[src/hw/guard_timer_pkg.sv]
// Constants shared by the guard timer and its write lock.
// Assumes a single cpu clock domain; field layouts refer to the key register byte.
//
// Notes on behaviour
// RULE_01: Mode 11, key 10011 opens protected writes.
// RULE_02: Key 10101 closes protected writes.
// RULE_03: Open or close key leaves mode alone.
// RULE_04: Only key 11000 updates the mode field.
// RULE_05: Open access closes itself after 32 cycles.
// RULE_06: Repeated open key restarts the 32 cycles.
// RULE_07: Dividers, timer enable, power/slow-down are protected.
// RULE_08: Locked writes to protected bits are dropped.
// RULE_09: Unserviced overflow raises request and prewarning.
// RULE_10: Prewarning lasts 30 hex counts, then reset.
// RULE_11: Refresh inside window: prewarning, no request.
// RULE_12: Window spans 0000 to boundary byte, 00.
// RULE_13: Service reloads counter with reload byte, 00.
// RULE_14: Input clock is pclk/2 or pclk/128.
// RULE_15: Reload high byte is software programmable.
// RULE_16: Period follows prescale and reload byte formula.
// RULE_17: Window boundary above reload shortens the period.
// RULE_18: Software keeps boundary byte not below reload.
// RULE_19: Window disabled: every refresh is accepted.
package guard_timer_pkg;

    // Key register fields
    localparam int PASS_LSB = 3;
    localparam int PASS_W = 5;
    localparam int MODE_LSB = 0;
    localparam int MODE_W = 2;

    // Key codes and mode values
    localparam logic [4:0] PASS_OPEN = 5'h13;
    localparam logic [4:0] PASS_CLOSE = 5'h15;
    localparam logic [4:0] PASS_MODE = 5'h18;
    localparam logic [1:0] MODE_LOCKED = 2'h3;
    localparam logic [1:0] MODE_RST = 2'h3;

    // Access window length in cpu clocks
    localparam int OPEN_CYCLES = 32;
    localparam logic [5:0] OPEN_CNT = 6'(OPEN_CYCLES);

    // Prescale ratios and prewarning length in timer counts
    localparam int PRESCALE_FAST = 2;
    localparam int PRESCALE_SLOW = 128;
    localparam logic [7:0] PREWARN_COUNTS = 8'h30;

    // Reset values of the protected bits and the timer
    localparam int FBDIV_W_DEF = 4;
    localparam int OUTDIV_W_DEF = 1;
    localparam logic [3:0] FBDIV_RST = 4'h0;
    localparam logic [0:0] OUTDIV_RST = 1'h0;
    localparam logic GT_EN_RST = 1'b0;
    localparam logic PWRDN_EN_RST = 1'b0;
    localparam logic SLOWDN_EN_RST = 1'b0;
    localparam logic [15:0] COUNT_RST = 16'h0000;
    localparam logic [15:0] COUNT_MAX = 16'hFFFF;

    // Timer supervision states
    typedef enum logic [1:0] {
        GT_RUN,
        GT_PREWARN,
        GT_RESET
    } gt_state_e;

endpackage

[src/hw/guard_timer_prescaler.sv]
// Input prescaler for the guard timer counter.
// Assumes the enable is synchronous to clk and reset is already synchronised.
`timescale 1ns/100ps
`default_nettype none

module guard_timer_prescaler #(
    parameter int DIV_FAST = guard_timer_pkg::PRESCALE_FAST,
    parameter int DIV_SLOW = guard_timer_pkg::PRESCALE_SLOW
) (
    input wire logic clk,
    input wire logic rst_n,
    input wire logic run,
    input wire logic slow_sel,
    output logic tick
);
    import guard_timer_pkg::*;

    localparam int CW = $clog2(DIV_SLOW);

    // Both ratios share one counter, so they must be nested powers of two
    initial begin
        if (DIV_FAST < 2 || DIV_SLOW <= DIV_FAST ||
            (DIV_FAST & (DIV_FAST - 1)) != 0 || (DIV_SLOW & (DIV_SLOW - 1)) != 0) begin
            $error("guard_timer_prescaler: ratios must be powers of two, fast < slow");
        end
    end

    logic [CW-1:0] div_q;
    localparam logic [CW-1:0] FAST_MASK = CW'(DIV_FAST - 1);
    localparam logic [CW-1:0] SLOW_MASK = CW'(DIV_SLOW - 1);

    // Free running divider, cleared while the timer is stopped
    always_ff @(posedge clk or negedge rst_n) begin
        if (!rst_n) begin
            div_q <= '0;
        end else if (!run) begin
            div_q <= '0;
        end else begin
            div_q <= div_q + CW'(1);
        end
    end

    // One-cycle enable per selected ratio [RULE_14]
    always_ff @(posedge clk or negedge rst_n) begin
        if (!rst_n) begin
            tick <= 1'b0;
        end else if (slow_sel) begin
            tick <= run && ((div_q & SLOW_MASK) == SLOW_MASK);
        end else begin
            tick <= run && ((div_q & FAST_MASK) == FAST_MASK);
        end
    end

endmodule // guard_timer_prescaler
`default_nettype wire

[src/hw/guard_timer_top.sv]
// Windowed guard timer with a key-gated write lock on critical control bits.
// Assumes all software strobes come from logic on ref_clk (the cpu clock);
// only reset_n is asynchronous. The timer counts on ref_clk through a prescaler.
`timescale 1ns/100ps
`default_nettype none

module guard_timer_top #(
    parameter int FBDIV_W = guard_timer_pkg::FBDIV_W_DEF,
    parameter int OUTDIV_W = guard_timer_pkg::OUTDIV_W_DEF
) (
    input wire logic ref_clk,
    input wire logic reset_n,
    // Key register write
    input wire logic key_wr,
    input wire logic [7:0] key_wdata,
    // Protected control write
    input wire logic prot_wr,
    input wire logic [FBDIV_W-1:0] pll_feedback_divider_wdata,
    input wire logic [OUTDIV_W-1:0] pll_output_divider_wdata,
    input wire logic guard_timer_enable_wdata,
    input wire logic power_down_enable_wdata,
    input wire logic slow_down_enable_wdata,
    // Unprotected timer configuration
    input wire logic [7:0] reload_high_byte,
    input wire logic [7:0] window_boundary_byte,
    input wire logic input_prescale_select,
    input wire logic window_enable,
    input wire logic service_req,
    // Protected bits as held
    output logic [FBDIV_W-1:0] pll_feedback_divider,
    output logic [OUTDIV_W-1:0] pll_output_divider,
    output logic guard_timer_enable,
    output logic power_down_enable,
    output logic slow_down_enable,
    // Lock status
    output logic [1:0] lock_mode,
    output logic write_open,
    // Timer status and requests
    output logic [15:0] timer_count,
    output logic prewarning,
    output logic invalid_refresh,
    output logic guard_timer_nmi_request,
    output logic guard_timer_reset_request
);
    import guard_timer_pkg::*;

    // Field widths must fit their reset values
    initial begin
        if (FBDIV_W < 4 || FBDIV_W > 8 || OUTDIV_W < 1 || OUTDIV_W > 8) begin
            $error("guard_timer_top: divider field widths out of range");
        end
    end

    ////////////////////////////////////////////////////////////////////////////
    // Reset release
    ////////////////////////////////////////////////////////////////////////////

    logic rst_meta_q;
    logic rst_n_q;

    // Asserts at once, releases after two edges to avoid a ragged release
    always_ff @(posedge ref_clk or negedge reset_n) begin
        if (!reset_n) begin
            rst_meta_q <= 1'b0;
            rst_n_q <= 1'b0;
        end else begin
            rst_meta_q <= 1'b1;
            rst_n_q <= rst_meta_q;
        end
    end

    ////////////////////////////////////////////////////////////////////////////
    // Key decode and write lock
    ////////////////////////////////////////////////////////////////////////////

    logic [PASS_W-1:0] key_pass;
    logic [MODE_W-1:0] key_mode;
    logic locked_mode;
    logic key_open;
    logic key_close;
    logic key_mode_wr;
    logic [5:0] open_cnt_q;
    logic [5:0] open_cnt_d;
    logic prot_allowed;

    assign key_pass = key_wdata[PASS_LSB +: PASS_W];
    assign key_mode = key_wdata[MODE_LSB +: MODE_W];
    assign locked_mode = (lock_mode == MODE_LOCKED);

    // Open only counts while the scheme is armed [RULE_01]
    assign key_open = key_wr && locked_mode && (key_pass == PASS_OPEN);
    // Close honoured whenever protection is active [RULE_02]
    assign key_close = key_wr && locked_mode && (key_pass == PASS_CLOSE);
    // Mode is only taken with the mode code in the key field [RULE_04]
    assign key_mode_wr = key_wr && (key_pass == PASS_MODE);

    // Mode field; open/close codes never reach it [RULE_03] [RULE_04]
    always_ff @(posedge ref_clk or negedge rst_n_q) begin
        if (!rst_n_q) begin
            lock_mode <= MODE_RST;
        end else if (key_mode_wr) begin
            lock_mode <= key_mode;
        end
    end

    // Access window counter in cpu clocks
    always_comb begin
        open_cnt_d = open_cnt_q;
        if (key_open) begin
            open_cnt_d = OPEN_CNT; // Reopen restarts the full count [RULE_06]
        end else if (key_close || !locked_mode) begin
            open_cnt_d = 6'h00; // [RULE_02]
        end else if (open_cnt_q != 6'h00) begin
            open_cnt_d = open_cnt_q - 6'h01; // Self close at expiry [RULE_05]
        end
    end

    always_ff @(posedge ref_clk or negedge rst_n_q) begin
        if (!rst_n_q) begin
            open_cnt_q <= 6'h00;
        end else begin
            open_cnt_q <= open_cnt_d;
        end
    end

    // Registered view of the window, so status lags the key by one cycle
    always_ff @(posedge ref_clk or negedge rst_n_q) begin
        if (!rst_n_q) begin
            write_open <= 1'b0;
        end else begin
            write_open <= (open_cnt_d != 6'h00);
        end
    end

    // Unlocked mode lets every write through; armed mode needs an open window
    assign prot_allowed = !locked_mode || (open_cnt_q != 6'h00); // [RULE_01] [RULE_08]

    ////////////////////////////////////////////////////////////////////////////
    // Protected control bits
    ////////////////////////////////////////////////////////////////////////////

    // Dividers and enables; a refused write leaves them untouched [RULE_07] [RULE_08]
    always_ff @(posedge ref_clk or negedge rst_n_q) begin
        if (!rst_n_q) begin
            pll_feedback_divider <= FBDIV_W'(FBDIV_RST);
            pll_output_divider <= OUTDIV_W'(OUTDIV_RST);
        end else if (prot_wr && prot_allowed) begin
            pll_feedback_divider <= pll_feedback_divider_wdata; // [RULE_07]
            pll_output_divider <= pll_output_divider_wdata; // [RULE_07]
        end
    end

    always_ff @(posedge ref_clk or negedge rst_n_q) begin
        if (!rst_n_q) begin
            guard_timer_enable <= GT_EN_RST;
            power_down_enable <= PWRDN_EN_RST;
            slow_down_enable <= SLOWDN_EN_RST;
        end else if (prot_wr && prot_allowed) begin
            guard_timer_enable <= guard_timer_enable_wdata; // [RULE_07]
            power_down_enable <= power_down_enable_wdata; // [RULE_07]
            slow_down_enable <= slow_down_enable_wdata; // [RULE_07]
        end
    end

    ////////////////////////////////////////////////////////////////////////////
    // Counter clock
    ////////////////////////////////////////////////////////////////////////////

    logic count_tick;
    logic timer_run;

    // Prescaler stops once the reset request is out; nothing left to time
    assign timer_run = guard_timer_enable && !guard_timer_reset_request;

    guard_timer_prescaler #(
        .DIV_FAST(PRESCALE_FAST),
        .DIV_SLOW(PRESCALE_SLOW)
    ) u_prescaler (
        .clk(ref_clk),
        .rst_n(rst_n_q),
        .run(timer_run),
        .slow_sel(input_prescale_select), // [RULE_14] [RULE_16]
        .tick(count_tick)
    );

    ////////////////////////////////////////////////////////////////////////////
    // Service, window check and overflow
    ////////////////////////////////////////////////////////////////////////////

    gt_state_e state_q;
    gt_state_e state_d;
    logic [15:0] window_top;
    logic [15:0] reload_value;
    logic in_window;
    logic service_ok;
    logic service_bad;
    logic overflow;
    logic [7:0] pre_cnt_q;
    logic pre_done;

    // Window runs from zero up to boundary byte with a cleared low byte [RULE_12]
    assign window_top = {window_boundary_byte, 8'h00};
    // Reload sets only the upper byte [RULE_13] [RULE_15]
    assign reload_value = {reload_high_byte, 8'h00};
    assign in_window = (timer_count <= window_top); // [RULE_12]

    // Only a running, non-warning timer accepts a service
    // Window off means every refresh is good [RULE_19]
    assign service_ok = service_req && guard_timer_enable && (state_q == GT_RUN) &&
                        !(window_enable && in_window);
    // Refresh inside the window is invalid [RULE_11]
    assign service_bad = service_req && guard_timer_enable && (state_q == GT_RUN) &&
                         window_enable && in_window;
    // Roll past the top while unserviced [RULE_09]
    assign overflow = count_tick && (state_q == GT_RUN) && (timer_count == COUNT_MAX)
                      && !service_ok;
    assign pre_done = count_tick && (pre_cnt_q == PREWARN_COUNTS - 8'h01);

    // Counter: service wins over a tick in the same cycle. A boundary above the
    // reload byte makes early refreshes illegal, which shortens the usable
    // period by the same formula with the boundary byte [RULE_16] [RULE_17]
    always_ff @(posedge ref_clk or negedge rst_n_q) begin
        if (!rst_n_q) begin
            timer_count <= COUNT_RST;
        end else if (!guard_timer_enable) begin
            timer_count <= reload_value; // Parked at reload while disabled
        end else if (service_ok) begin
            timer_count <= reload_value; // [RULE_13]
        end else if (count_tick && state_q == GT_RUN) begin
            timer_count <= timer_count + 16'h0001; // Wraps to zero on overflow
        end
    end

    // Supervision sequence
    always_comb begin
        state_d = state_q;
        unique case (state_q)
            GT_RUN: begin
                if (overflow || service_bad) begin
                    state_d = GT_PREWARN; // [RULE_09] [RULE_11]
                end
            end
            GT_PREWARN: begin
                if (pre_done) begin
                    state_d = GT_RESET; // [RULE_10]
                end
            end
            GT_RESET: begin
                state_d = GT_RESET; // Held until the system resets us
            end
        endcase
    end

    always_ff @(posedge ref_clk or negedge rst_n_q) begin
        if (!rst_n_q) begin
            state_q <= GT_RUN;
        end else if (!guard_timer_enable && state_q == GT_RUN) begin
            state_q <= GT_RUN;
        end else begin
            state_q <= state_d;
        end
    end

    // Prewarning length counted in timer ticks [RULE_10]
    always_ff @(posedge ref_clk or negedge rst_n_q) begin
        if (!rst_n_q) begin
            pre_cnt_q <= 8'h00;
        end else if (state_q != GT_PREWARN) begin
            pre_cnt_q <= 8'h00;
        end else if (count_tick) begin
            pre_cnt_q <= pre_cnt_q + 8'h01; // [RULE_10]
        end
    end

    ////////////////////////////////////////////////////////////////////////////
    // Requests and status
    ////////////////////////////////////////////////////////////////////////////

    // Non-maskable request only for a true overflow, held through the end [RULE_09]
    always_ff @(posedge ref_clk or negedge rst_n_q) begin
        if (!rst_n_q) begin
            guard_timer_nmi_request <= 1'b0;
        end else if (overflow) begin
            guard_timer_nmi_request <= 1'b1; // [RULE_09]
        end
    end

    // Marks a prewarning caused by a bad refresh; no non-maskable request goes out [RULE_11]
    always_ff @(posedge ref_clk or negedge rst_n_q) begin
        if (!rst_n_q) begin
            invalid_refresh <= 1'b0;
        end else if (service_bad) begin
            invalid_refresh <= 1'b1; // [RULE_11]
        end
    end

    // Prewarning level mirrors the state, in step with state_q
    always_ff @(posedge ref_clk or negedge rst_n_q) begin
        if (!rst_n_q) begin
            prewarning <= 1'b0;
        end else begin
            prewarning <= (state_d == GT_PREWARN);
        end
    end

    // Reset request is sticky; only a device reset takes it away [RULE_10]
    always_ff @(posedge ref_clk or negedge rst_n_q) begin
        if (!rst_n_q) begin
            guard_timer_reset_request <= 1'b0;
        end else if (state_q == GT_PREWARN && pre_done) begin
            guard_timer_reset_request <= 1'b1; // [RULE_10]
        end
    end

endmodule // guard_timer_top
`default_nettype wire

[config.mk]
export PLATFORM = sky130hd
export DESIGN_NAME = guard_timer_top
export DESIGN_NICKNAME = d
export VERILOG_FILES = /design/src/hw/guard_timer_pkg.sv /design/src/hw/guard_timer_prescaler.sv /design/src/hw/guard_timer_top.sv
export SDC_FILE = /design/constraint.sdc
export NUM_CORES = 1
export LEC_CHECK = 0
export ABC_CLOCK_PERIOD_IN_PS = 2600
export BUFFER_PORTS_ARGS = -buffer_cell sky130_fd_sc_hd__buf_4
export CAP_MARGIN = 15
export CELL_PAD_IN_SITES_DETAIL_PLACEMENT = 0
export CELL_PAD_IN_SITES_GLOBAL_PLACEMENT = 1
export CORE_MARGIN = 3
export CORE_UTILIZATION = 44
export CTS_CLUSTER_SIZE = 16
export DETAILED_ROUTE_END_ITERATION = 6
export HOLD_SLACK_MARGIN = 0.12
export PLACE_DENSITY = 0.86
export SETUP_SLACK_MARGIN = 0.05
export SKIP_CTS_REPAIR_TIMING = 1
export SLEW_MARGIN = 25
export SYNTH_ARGS = -nofsm -noshare
export SYNTH_HDL_FRONTEND = slang
export SYNTH_SLANG_ARGS = --single-unit
[constraint.sdc]
create_clock -name ref_clk -period 2.6 [get_ports ref_clk]
set_input_delay 0.39 -clock ref_clk [delete_from_list [all_inputs] [get_ports ref_clk]]
set_output_delay 0.39 -clock ref_clk [all_outputs]
set_load 0.02 [all_outputs]
==> run_summary.xml, run 1 <==
<?xml version="1.0" encoding="UTF-8"?>
<metrics>
  <group name="outcome">
    <metric name="run_status" unit="">completed</metric>
  </group>
  <group name="drt">
    <metric name="avgViaCountPerCell" unit="">5.06</metric>
    <metric name="route.detailed.wl_per_inst" unit="µm">13.4</metric>
    <metric name="drt_wl_total" unit="µm">6010</metric>
    <metric name="num_vias" unit="">2278</metric>
    <metric name="detail_route.iter0.violations" unit="">64</metric>
    <metric name="firstDrtPassIters" unit="">4</metric>
    <metric name="drt_drc_violations_left" unit="">0</metric>
    <metric name="route.antenna.remaining_nets" unit="">0</metric>
  </group>
  <group name="timing">
    <metric name="max_clock_freq" unit="MHz">454</metric>
    <metric name="final_count_of_hold_timing_violations" unit="">0</metric>
    <metric name="skew" unit="ps">10.7</metric>
    <metric name="grt_setup_unrepaired" unit="">no</metric>
    <metric name="max_slew.worst_pin.slew" unit="ps">641</metric>
    <metric name="setup_viol" unit="">0</metric>
    <metric name="slew_violations" unit="">0</metric>
    <metric name="hold_ws" unit="ps">274</metric>
    <metric name="setup-tns-final" unit="ps">0</metric>
    <metric name="final.min_clock_period" unit="ps">2200</metric>
    <metric name="timing.final.crit_share" unit="%">84.7</metric>
    <metric name="relSlewSlack" unit="%">56.9</metric>
  </group>
  <group name="layout">
    <metric name="synthToLayoutAreaGrowth" unit="%">27.3</metric>
    <metric name="final.fill_count" unit="">581</metric>
    <metric name="layout.cells.most_common" unit="">sky130_fd_sc_hd__buf_4</metric>
    <metric name="layout.cells.most_common_list" unit="">sky130_fd_sc_hd__buf_4, sky130_fd_sc_hd__dfrtp_1, sky130_fd_sc_hd__nor2_1</metric>
    <metric name="final-instance-count-excl-fill" unit="">450</metric>
    <metric name="proportion_of_layout_cells_with_a_drive_suffix_above_1" unit="%">30.8</metric>
    <metric name="insertedDiodeCount" unit="">0</metric>
    <metric name="num-nets-final" unit="">424</metric>
  </group>
  <group name="run">
    <metric name="max_cap_violations" unit="">0</metric>
  </group>
  <group name="die">
    <metric name="fp.dieArea" unit="mm²">0.00785</metric>
    <metric name="start_util" unit="%">46.2</metric>
    <metric name="num_rows" unit="">29</metric>
    <metric name="num_io_pins" unit="">70</metric>
    <metric name="floorplan.core_area" unit="mm²">0.00649</metric>
    <metric name="die_width" unit="µm">88.6</metric>
    <metric name="die_height" unit="µm">88.6</metric>
  </group>
  <group name="clocking">
    <metric name="numCtsBuffers" unit="">9</metric>
    <metric name="cts_tree" unit="">yes</metric>
    <metric name="cts.sink_count" unit="">57</metric>
    <metric name="cts_root_buf" unit="">sky130_fd_sc_hd__clkbuf_8</metric>
    <metric name="ctsHtreeMaxLevel" unit="">3</metric>
    <metric name="clkTransAtPathRegs" unit="ps">70</metric>
    <metric name="clk-insertion-delay-late" unit="ps">330</metric>
    <metric name="cts.path.max_buffers" unit="">2</metric>
  </group>
  <group name="global_route">
    <metric name="first_global_vias" unit="">2292</metric>
    <metric name="globalRouteTotalUtil" unit="%">16.8</metric>
    <metric name="grt_pass1_wl" unit="µm">10200</metric>
    <metric name="number_of_antenna_violations_at_the_first_check_in_global_routing" unit="">0</metric>
    <metric name="grt_max_degree" unit="">29</metric>
    <metric name="grt.overflow.total" unit="">0</metric>
  </group>
  <group name="setup_path">
    <metric name="rrSetupSlack" unit="ps">400</metric>
    <metric name="worstRegToRegCells" unit="">7</metric>
    <metric name="critical_path.startpoint_type" unit="">flip-flop</metric>
    <metric name="timing.critical_path.fanout_max" unit="">10</metric>
    <metric name="required_arrival_time_at_the_worst_endpoint" unit="ps">2820</metric>
    <metric name="critPathArrivalTime" unit="ps">2420</metric>
    <metric name="timing.rr.start" unit="">timer_count[11]</metric>
    <metric name="setup.worst_path.end_class" unit="">flip-flop</metric>
    <metric name="critical_path.reg2reg.endpoint" unit="">timer_count[8]</metric>
    <metric name="path_class" unit="">reg -&gt; reg</metric>
    <metric name="critical_path.startpoint" unit="">timer_count[11]</metric>
  </group>
  <group name="power">
    <metric name="pwr_density_cell" unit="mW/mm²">596</metric>
    <metric name="design_power_total" unit="mW">2.28</metric>
    <metric name="ir_worst_vdd" unit="mV">0.376</metric>
    <metric name="power.static_leakage" unit="nW">1.86</metric>
  </group>
  <group name="worst_hold_path">
    <metric name="min_delay_worst_endpoint" unit="">timer_count[13]</metric>
    <metric name="holdCritStartpoint" unit="">reload_high_byte[5]</metric>
    <metric name="hold_depth" unit="">2</metric>
    <metric name="hold_path_class" unit="">in -&gt; reg</metric>
  </group>
  <group name="logic_synthesis">
    <metric name="synth_flop_cell" unit="">sky130_fd_sc_hd__dfrtp_1</metric>
    <metric name="synth.cell_area" unit="mm²">0.00300</metric>
    <metric name="synth.top_cells.by_area" unit="">sky130_fd_sc_hd__dfrtp_1, sky130_fd_sc_hd__ha_1, sky130_fd_sc_hd__xnor2_1</metric>
    <metric name="postSynthRegisterBits" unit="">57</metric>
    <metric name="synthCells" unit="">287</metric>
    <metric name="synth_top_area_share" unit="%">45.9</metric>
    <metric name="ys_seq_area_share" unit="%">47.6</metric>
    <metric name="synthesis.nets" unit="">343</metric>
    <metric name="synthesis.area_per_instance" unit="µm²">10.5</metric>
    <metric name="postSynth.asyncResetShare" unit="%">100</metric>
    <metric name="yosys_warnings" unit="">0</metric>
    <metric name="number_of_synthesized_flops_with_an_enable_pin" unit="">0</metric>
    <metric name="netlist-cell-type-count" unit="">49</metric>
    <metric name="synthDominantAreaCellType" unit="">sky130_fd_sc_hd__dfrtp_1</metric>
  </group>
  <group name="place">
    <metric name="detailedPlacementHpwl" unit="µm">4630</metric>
    <metric name="place_inst" unit="">433</metric>
    <metric name="place_congestion" unit="">0.794</metric>
    <metric name="io_buffer_count" unit="">68</metric>
  </group>
</metrics>
[logic make-up after synthesis]
| group | after synthesis | share of synthesized area, % |
|---|---|---|
| compound gates | 30 | 7.34 |
| xor+xnor | 32 | 9.34 |
| fa+ha+maj | 17 | 7.09 |
| buf+inv | 24 | 3.17 |
| flops | 57 | 47.6 |
| mux | 21 | 7.75 |
| other cells | 1 | 0.125 |
| simple gates | 105 | 17.6 |
[flip-flops by register name, indices dropped and copies added, names as in the netlist, 2 cells and up]
| register | flops |
|---|---|
| state_q | 2 |
| pre_cnt_q | 8 |
| lock_mode | 2 |
| pll_feedback_divider | 4 |
| u_prescaler.div_q | 7 |
| open_cnt_q | 6 |
| timer_count | 16 |
[power breakdown]
part / switching, mW / internal [mW] / total [mW]
combinational: 0.240 / 0.249 / 0.488
clock: 0.344 / 0.368 / 0.712
sequential: 0.0981 / 0.981 / 1.08
total: 0.682 / 1.60 / 2.28
[stage by stage]
| step | cell area (µm²) | setup slack (ps) | util [%] |
|---|---|---|---|
| finish | 3820 | 398 | 58.9 |
| floorplan | 3000 | 421 | - |
| global route | 3820 | 209 | 58.9 |
| detailed placement | 3640 | 354 | 56.0 |
| global placement | 3640 | 367 | 56.0 |
| CTS | 3810 | 360 | 58.7 |
[metal layers]
metal	GRT usage [%]	up-vias	routed length, µm
li1	-	1144	-
met1	21.4	1081	2750
met2	27.7	44	2910
met3	3.35	9	249
met4	7.42	0	102
met5	0	-	0
[final cells by class]
cell class	count	area (µm²)	share of cell area, %
clock buffers	11	141	3.70
repair buffers	74	571	14.9
inverters	20	75.1	1.96
multi-input cells	206	1480	38.7
clock inverters	5	31.3	0.818
flip-flops and latches	57	1430	37.4
well taps	77	96.3	2.52
[critical path, cell delays in order (launching register included)]
cell	delay [ps]
sky130_fd_sc_hd__dfrtp_1	450
sky130_fd_sc_hd__ha_1	320
sky130_fd_sc_hd__nand2_1	70
sky130_fd_sc_hd__o21bai_1	150
sky130_fd_sc_hd__a21oi_1	150
sky130_fd_sc_hd__o21ai_2	130
sky130_fd_sc_hd__a31oi_4	420
sky130_fd_sc_hd__mux2_2	380
[synthesized netlist by cell type (3+ instances only)]
library cell,count
sky130_fd_sc_hd__dfrtp_1,55
sky130_fd_sc_hd__nor2_1,39
sky130_fd_sc_hd__inv_1,20
sky130_fd_sc_hd__nand2_1,20
sky130_fd_sc_hd__xnor2_1,19
sky130_fd_sc_hd__ha_1,17
sky130_fd_sc_hd__mux2_2,14
sky130_fd_sc_hd__nand3_1,14
sky130_fd_sc_hd__xor2_1,13
sky130_fd_sc_hd__a21oi_1,10
sky130_fd_sc_hd__mux2_1,4
sky130_fd_sc_hd__o21ai_0,4
sky130_fd_sc_hd__and3_1,3
sky130_fd_sc_hd__mux2i_1,3
sky130_fd_sc_hd__nand2b_1,3
sky130_fd_sc_hd__nand4_1,3
sky130_fd_sc_hd__nor2b_1,3
sky130_fd_sc_hd__nor3_1,3
sky130_fd_sc_hd__nor4_1,3
[worst max-delay path by stage]
stage	to	slack (ps)	cells after the start
final	timer_count[8]	400	7
after global routing	timer_count[8]	210	7
after CTS	timer_count[8]	360	7
after floorplan	timer_count[13]	420	8
after global placement	timer_count[8]	370	9
after detailed placement	timer_count[10]	350	9
(Power assumes the default switching activity.)
==> run 2, diff against run 1 <==
--- a/config.mk
+++ b/config.mk
@@ -5,17 +5,17 @@
 export SDC_FILE = /design/constraint.sdc
 export NUM_CORES = 1
 export LEC_CHECK = 0
-export ABC_CLOCK_PERIOD_IN_PS = 2600
+export ABC_CLOCK_PERIOD_IN_PS = 2000
 export BUFFER_PORTS_ARGS = -buffer_cell sky130_fd_sc_hd__buf_4
 export CAP_MARGIN = 15
 export CELL_PAD_IN_SITES_DETAIL_PLACEMENT = 0
 export CELL_PAD_IN_SITES_GLOBAL_PLACEMENT = 1
 export CORE_MARGIN = 3
-export CORE_UTILIZATION = 44
+export CORE_UTILIZATION = 37
 export CTS_CLUSTER_SIZE = 16
 export DETAILED_ROUTE_END_ITERATION = 6
 export HOLD_SLACK_MARGIN = 0.12
-export PLACE_DENSITY = 0.86
+export PLACE_DENSITY = 0.77
 export SETUP_SLACK_MARGIN = 0.05
 export SKIP_CTS_REPAIR_TIMING = 1
 export SLEW_MARGIN = 25
==> constraint.sdc (replaced) <==
create_clock -name ref_clk -period 2 [get_ports ref_clk]
set_input_delay 0.3 -clock ref_clk [delete_from_list [all_inputs] [get_ports ref_clk]]
set_output_delay 0.3 -clock ref_clk [all_outputs]
set_load 0.02 [all_outputs]
==> run 2 against run 1 <==
Against the previous run: largest cell class unchanged; sequential power is 28% higher; register-to-register slack worse by 390 ps; cell area is 9.1% higher; wire length is 8.0% higher; largest power group unchanged; non-clock buffer count is 22 higher.
==> run_summary.xml, run 2 (synthesized netlist as in run 1, its figures left out) <==
<?xml version="1.0" encoding="UTF-8"?>
<metrics>
  <group name="global_route">
    <metric name="global_route.peak_usage_layer" unit="">met2</metric>
    <metric name="globalRouteTotalUtil" unit="%">15.0</metric>
    <metric name="first_global_vias" unit="">2307</metric>
    <metric name="grt_pass1_wl" unit="µm">10600</metric>
    <metric name="global_route.usage.met1" unit="%">19.9</metric>
    <metric name="grtUsageMet2" unit="%">24.3</metric>
    <metric name="number_of_antenna_violations_at_the_first_check_in_global_routing" unit="">0</metric>
    <metric name="grt_max_degree" unit="">43</metric>
    <metric name="groute.layer.met3.usage" unit="%">4.14</metric>
    <metric name="grt.overflow.total" unit="">0</metric>
  </group>
  <group name="run">
    <metric name="max_cap_violations" unit="">0</metric>
  </group>
  <group name="clocking">
    <metric name="cts_tree" unit="">yes</metric>
    <metric name="ctsHtreeMaxLevel" unit="">3</metric>
    <metric name="cts.path.max_buffers" unit="">2</metric>
    <metric name="cts_root_buf" unit="">sky130_fd_sc_hd__clkbuf_8</metric>
    <metric name="cts.sink_count" unit="">57</metric>
    <metric name="numCtsBuffers" unit="">9</metric>
    <metric name="clk-insertion-delay-late" unit="ps">330</metric>
    <metric name="clkTransAtPathRegs" unit="ps">70</metric>
  </group>
  <group name="drt">
    <metric name="num_vias" unit="">2330</metric>
    <metric name="drt_wl_total" unit="µm">6500</metric>
    <metric name="detail_route.iter0.violations" unit="">67</metric>
    <metric name="route.detailed.wl_per_inst" unit="µm">13.1</metric>
    <metric name="drt_drc_violations_left" unit="">0</metric>
    <metric name="avgViaCountPerCell" unit="">4.69</metric>
    <metric name="firstDrtPassIters" unit="">4</metric>
    <metric name="route.antenna.remaining_nets" unit="">0</metric>
  </group>
  <group name="place">
    <metric name="worst_case_setup_slack_after_placement" unit="ps">29.3</metric>
    <metric name="place_congestion" unit="">0.717</metric>
    <metric name="postPlaceCellArea" unit="mm²">0.00388</metric>
    <metric name="io_buffer_count" unit="">68</metric>
    <metric name="detailedPlacementHpwl" unit="µm">4930</metric>
  </group>
  <group name="timing">
    <metric name="final.min_clock_period" unit="ps">1990</metric>
    <metric name="skew" unit="ps">7.79</metric>
    <metric name="max_clock_freq" unit="MHz">503</metric>
    <metric name="final_critical_path_setup_slack" unit="ps">11.9</metric>
    <metric name="setup_viol" unit="">0</metric>
    <metric name="final_count_of_hold_timing_violations" unit="">0</metric>
    <metric name="slew_violations" unit="">0</metric>
    <metric name="timing.final.crit_share" unit="%">99.4</metric>
    <metric name="setup-tns-final" unit="ps">0</metric>
    <metric name="grt_setup_unrepaired" unit="">yes</metric>
  </group>
  <group name="power">
    <metric name="ir_worst_vdd" unit="mV">0.435</metric>
    <metric name="design_power_total" unit="mW">3.26</metric>
    <metric name="pwr_density_cell" unit="mW/mm²">781</metric>
    <metric name="power.static_leakage" unit="nW">2.01</metric>
  </group>
  <group name="setup_path">
    <metric name="timing.rr.start" unit="">state_q[0]</metric>
    <metric name="setup.worst_path.end_class" unit="">flip-flop</metric>
    <metric name="critPathSlowestCell" unit="">sky130_fd_sc_hd__or4_4</metric>
    <metric name="critical_path.startpoint" unit="">state_q[0]</metric>
    <metric name="crit_path_max_incr_delay" unit="ps">630</metric>
    <metric name="rrSetupSlack" unit="ps">10</metric>
    <metric name="worstRegToRegCells" unit="">7</metric>
    <metric name="path_class" unit="">reg -&gt; reg</metric>
    <metric name="critical_path.startpoint_type" unit="">flip-flop</metric>
    <metric name="critPathArrivalTime" unit="ps">2200</metric>
    <metric name="critical_path.reg2reg.endpoint" unit="">timer_count[13]</metric>
    <metric name="critical_path.cell_chain" unit="">inv_2, ha_4, nand4_4, or4_4, nor3_4, xor2_1, mux2_4</metric>
    <metric name="required_arrival_time_at_the_worst_endpoint" unit="ps">2210</metric>
    <metric name="timing.critical_path.fanout_max" unit="">4</metric>
  </group>
  <group name="layout">
    <metric name="num-nets-final" unit="">446</metric>
    <metric name="insertedDiodeCount" unit="">0</metric>
    <metric name="reg_top3" unit="">timer_count x16, pre_cnt_q x8, u_prescaler.div_q x7</metric>
    <metric name="synthToLayoutAreaGrowth" unit="%">38.9</metric>
    <metric name="layout.cells.most_common_list" unit="">sky130_fd_sc_hd__buf_4, sky130_fd_sc_hd__dfrtp_1, sky130_fd_sc_hd__nor2_1</metric>
    <metric name="largest_register" unit="">timer_count</metric>
    <metric name="proportion_of_layout_cells_with_a_drive_suffix_above_1" unit="%">38.5</metric>
    <metric name="finish.instance_area" unit="mm²">0.00417</metric>
    <metric name="final_core_util" unit="%">53.4</metric>
    <metric name="largest_register_ff_count" unit="">16</metric>
    <metric name="layout.cells.most_common" unit="">sky130_fd_sc_hd__buf_4</metric>
  </group>
  <group name="die">
    <metric name="die_width" unit="µm">96.1</metric>
    <metric name="num_io_pins" unit="">70</metric>
    <metric name="fp.dieArea" unit="mm²">0.00923</metric>
    <metric name="num_rows" unit="">32</metric>
    <metric name="start_util" unit="%">38.4</metric>
    <metric name="floorplan.core_area" unit="mm²">0.00781</metric>
    <metric name="die_height" unit="µm">96.1</metric>
  </group>
  <group name="outcome">
    <metric name="run_status" unit="">completed</metric>
  </group>
  <group name="worst_hold_path">
    <metric name="hold_path_class" unit="">reg -&gt; async</metric>
  </group>
</metrics>
==> run 2: worst max-delay path by stage <==
| stage | to | slack (ps) | cells past startpoint |
|---|---|---|---|
| after floorplan | timer_count[13] | -50 | 8 |
| after global placement | timer_count[9] | 50 | 10 |
| after detailed placement | timer_count[9] | 30 | 10 |
| after CTS | timer_count[12] | 30 | 8 |
| after global routing | state_q[1] | -60 | 7 |
| final | timer_count[13] | 10 | 7 |
==> run 2: critical path: cells and delay by family, from the launching register on <==
family	cells	cell delay [ps]
xor+xnor	1	80
buf+inv	1	80
mux	1	260
simple gates	3	900
fa+ha+maj	1	140
flops	1	390
==> run 2: layout make-up <==
class | instances | area [µm²]
Fill cell | 704 | 3640
Multi-Input combinational cell | 206 | 1600
Sequential cell | 57 | 1430
Timing Repair Buffer | 96 | 748
Clock buffer | 13 | 149
Tap cell | 102 | 128
Inverter | 20 | 75.1
Clock inverter | 3 | 40.0
==> run 2: through the flow <==
step / instances / hold slack, ps
6_report: 497 / 170
3_3_place_gp: 478 / 83.3
5_1_grt: 497 / 181
2_1_floorplan: 287 / 4.41
4_1_cts: 494 / -272
3_5_place_dp: 478 / 84.2
==> run 2: layer usage <==
metal  vias up  part of all wire, %
met3         6                  5.6
met2        53                   46
met4         0                 0.94
met1      1087                   48
met5         -                    0
li1       1184                    -
==> run 2: power by group <==
part | total [mW] | internal (mW) | switching [mW]
combinational | 0.825 | 0.430 | 0.395
clock | 1.05 | 0.607 | 0.443
sequential | 1.38 | 1.28 | 0.104
==> run 3, diff against run 2 <==
--- a/config.mk
+++ b/config.mk
@@ -14,6 +14,7 @@
 export CORE_UTILIZATION = 37
 export CTS_CLUSTER_SIZE = 16
 export DETAILED_ROUTE_END_ITERATION = 6
+export GPL_ROUTABILITY_DRIVEN = 1
 export HOLD_SLACK_MARGIN = 0.12
 export PLACE_DENSITY = 0.77
 export SETUP_SLACK_MARGIN = 0.05
==> constraint.sdc (replaced) <==
create_clock -name ref_clk -period 2 [get_ports ref_clk]
set_input_delay 0.4 -clock ref_clk [delete_from_list [all_inputs] [get_ports ref_clk]]
set_output_delay 0.4 -clock ref_clk [all_outputs]
set_load 0.02 [all_outputs]
==> run 3 against run 2 <==
Against the previous run: clock power grew 14%; critical endpoint is now timer_count[15]; first-iteration DRC count shrank 45%; total power grew 5.3%; highest routed layer unchanged; register-to-register slack gained 40 ps; critical path type unchanged; sequential share of layout area shrank 0.47 points.
==> run_summary.xml, run 3 (synthesized netlist as in run 1, its figures left out) <==
<?xml version="1.0" encoding="UTF-8"?>
<metrics>
  <group name="global_route">
    <metric name="globalRouteTotalUtil" unit="%">15.2</metric>
    <metric name="grtUsageMet2" unit="%">23.6</metric>
    <metric name="grt.overflow.total" unit="">0</metric>
    <metric name="number_of_antenna_violations_at_the_first_check_in_global_routing" unit="">0</metric>
    <metric name="grt_max_degree" unit="">31</metric>
    <metric name="grt_pass1_wl" unit="µm">10600</metric>
    <metric name="global_route.usage.met1" unit="%">20.3</metric>
    <metric name="first_global_vias" unit="">2276</metric>
    <metric name="global_route.peak_usage_layer" unit="">met2</metric>
    <metric name="groute.layer.met3.usage" unit="%">3.13</metric>
  </group>
  <group name="setup_path">
    <metric name="critical_path_buf_inv_count" unit="">2</metric>
    <metric name="timing.critical_path.max_delay_family" unit="">simple AND/OR/NAND/NOR gates</metric>
    <metric name="critPathArrivalTime" unit="ps">2160</metric>
    <metric name="critical_path.startpoint_type" unit="">flip-flop</metric>
    <metric name="required_arrival_time_at_the_worst_endpoint" unit="ps">2210</metric>
    <metric name="critical_path.cell_chain" unit="">inv_2, ha_1, nand4b_1, nor4_2, nand2_1, o21ai_2, a31oi_4, buf_12, mux2_1</metric>
    <metric name="crit_path_max_incr_delay" unit="ps">380</metric>
    <metric name="rrSetupSlack" unit="ps">50</metric>
    <metric name="timing.rr.start" unit="">timer_count[8]</metric>
    <metric name="path_class" unit="">reg -&gt; reg</metric>
    <metric name="worstRegToRegCells" unit="">9</metric>
    <metric name="critPathSlowestCell" unit="">sky130_fd_sc_hd__dfrtp_1</metric>
    <metric name="setup.worst_path.end_class" unit="">flip-flop</metric>
    <metric name="critical_path.reg2reg.endpoint" unit="">timer_count[15]</metric>
    <metric name="timing.critical_path.fanout_max" unit="">9</metric>
  </group>
  <group name="timing">
    <metric name="setup_viol" unit="">0</metric>
    <metric name="slew_violations" unit="">0</metric>
    <metric name="hold_ws" unit="ps">193</metric>
    <metric name="timing.final.crit_share" unit="%">97.5</metric>
    <metric name="skew" unit="ps">8.79</metric>
    <metric name="max_clock_freq" unit="MHz">513</metric>
    <metric name="final.min_clock_period" unit="ps">1950</metric>
    <metric name="final_count_of_hold_timing_violations" unit="">0</metric>
    <metric name="grt_setup_unrepaired" unit="">yes</metric>
  </group>
  <group name="drt">
    <metric name="route.antenna.remaining_nets" unit="">0</metric>
    <metric name="num_vias" unit="">2360</metric>
    <metric name="drt_drc_violations_left" unit="">0</metric>
    <metric name="detail_route.iter0.violations" unit="">37</metric>
    <metric name="route.detailed.wl_per_inst" unit="µm">13.4</metric>
    <metric name="drt_wl_total" unit="µm">6640</metric>
    <metric name="avgViaCountPerCell" unit="">4.75</metric>
    <metric name="firstDrtPassIters" unit="">4</metric>
  </group>
  <group name="die">
    <metric name="start_util" unit="%">38.4</metric>
    <metric name="num_rows" unit="">32</metric>
    <metric name="die_height" unit="µm">96.1</metric>
    <metric name="fp.dieArea" unit="mm²">0.00923</metric>
    <metric name="num_io_pins" unit="">70</metric>
    <metric name="floorplan.core_area" unit="mm²">0.00781</metric>
    <metric name="die_width" unit="µm">96.1</metric>
  </group>
  <group name="layout">
    <metric name="largest_register_ff_count" unit="">16</metric>
    <metric name="num-nets-final" unit="">446</metric>
    <metric name="layout.cells.most_common_list" unit="">sky130_fd_sc_hd__buf_4, sky130_fd_sc_hd__dfrtp_1, sky130_fd_sc_hd__nor2_1</metric>
    <metric name="final.fill_count" unit="">721</metric>
    <metric name="final-instance-count-excl-fill" unit="">497</metric>
    <metric name="insertedDiodeCount" unit="">0</metric>
    <metric name="multiInputGateArea" unit="mm²">0.00162</metric>
    <metric name="reg_top3" unit="">timer_count x16, pre_cnt_q x8, u_prescaler.div_q x7</metric>
    <metric name="synthToLayoutAreaGrowth" unit="%">40.8</metric>
    <metric name="sequential_cell_area" unit="mm²">0.00143</metric>
    <metric name="largest_register" unit="">timer_count</metric>
    <metric name="layout.cells.most_common" unit="">sky130_fd_sc_hd__buf_4</metric>
    <metric name="finish.instance_area" unit="mm²">0.00423</metric>
    <metric name="proportion_of_layout_cells_with_a_drive_suffix_above_1" unit="%">41.0</metric>
  </group>
  <group name="power">
    <metric name="power.static_leakage" unit="nW">2.04</metric>
    <metric name="pwr_density_cell" unit="mW/mm²">812</metric>
    <metric name="ir_worst_vdd" unit="mV">0.518</metric>
  </group>
  <group name="clocking">
    <metric name="cts.sink_count" unit="">57</metric>
    <metric name="cts.path.max_buffers" unit="">2</metric>
    <metric name="clkTransAtPathRegs" unit="ps">70</metric>
    <metric name="numCtsBuffers" unit="">9</metric>
    <metric name="cts_root_buf" unit="">sky130_fd_sc_hd__clkbuf_8</metric>
    <metric name="ctsHtreeMaxLevel" unit="">3</metric>
    <metric name="cts_tree" unit="">yes</metric>
    <metric name="clk-insertion-delay-late" unit="ps">330</metric>
  </group>
  <group name="place">
    <metric name="place_congestion" unit="">0.758</metric>
    <metric name="place_inst" unit="">478</metric>
    <metric name="detailedPlacementHpwl" unit="µm">5020</metric>
    <metric name="io_buffer_count" unit="">68</metric>
    <metric name="postPlaceCellArea" unit="mm²">0.00388</metric>
  </group>
  <group name="run">
    <metric name="max_cap_violations" unit="">0</metric>
  </group>
  <group name="outcome">
    <metric name="run_status" unit="">completed</metric>
  </group>
  <group name="worst_hold_path">
    <metric name="hold_path_class" unit="">reg -&gt; async</metric>
  </group>
</metrics>
[run 3: changes by cell type in the layout (fill, tap and decap cells not counted), moves of 2 or more]
| cell | previous run | this run |
|---|---|---|
| sky130_fd_sc_hd__nor2_2 | 0 | 6 |
| sky130_fd_sc_hd__nor2_1 | 37 | 33 |
| sky130_fd_sc_hd__mux2_4 | 2 | 5 |
| sky130_fd_sc_hd__clkbuf_1 | 3 | 1 |
| sky130_fd_sc_hd__mux2_2 | 14 | 12 |
| sky130_fd_sc_hd__nor2_4 | 2 | 0 |
| sky130_fd_sc_hd__nor2b_1 | 3 | 1 |
| sky130_fd_sc_hd__nor2b_2 | 0 | 2 |
[run 3: worst reg2reg max path: cells and delay by family, from the launching register on]
kind | cells | cell delay [ps]
and+or+nand+nor | 3 | 410
DFF | 1 | 380
adders and majority gates | 1 | 280
muxes | 1 | 300
AOI/OAI and AO/OA | 2 | 230
buffers and inverters | 2 | 240
[run 3: layout make-up]
| cell class | instances | share of cell area [%] |
|---|---|---|
| well taps | 102 | 3.02 |
| multi-input cells | 206 | 38.4 |
| clock inverters | 5 | 1.87 |
| repair buffers | 96 | 17.7 |
| clock buffers | 11 | 3.35 |
| flip-flops and latches | 57 | 33.9 |
| inverters | 20 | 1.78 |
[run 3: report_power, final]
part / internal [mW] / switching (mW)
logic: 0.444 / 0.402
clock network: 0.734 / 0.467
registers: 1.28 / 0.106
[run 3: worst max path at each step]
stage | to | slack [ps] | cells past startpoint | startpoint
detailed placement | timer_count[12] | -80 | 10 | window_boundary_byte[1]
global route | timer_count[15] | -40 | 9 | timer_count[8]
floorplan | timer_count[13] | -50 | 8 | timer_count[11]
CTS | timer_count[10] | 20 | 8 | timer_count[10]
global placement | timer_count[10] | -60 | 10 | window_boundary_byte[1]
finish | timer_count[15] | 50 | 9 | timer_count[8]
[run 3: per-stage QoR]
step	utilization [%]	setup TNS, ps	power, mW	worst slack [ps]
floorplan	-	-107	1.84	-53.7
global placement	49.8	-388	2.18	-58.1
detailed placement	49.8	-535	2.20	-78.7
CTS	52.6	0	3.42	22.0
global route	54.1	-158	3.63	-38.4
finish	54.1	0	3.43	50.3
[run 3: metal layers]
metal / part of all wire, % / wire [µm]
met5: 0 / 0
met4: 1.1 / 73
met3: 5.1 / 340
met2: 47 / 3110
met1: 47 / 3120
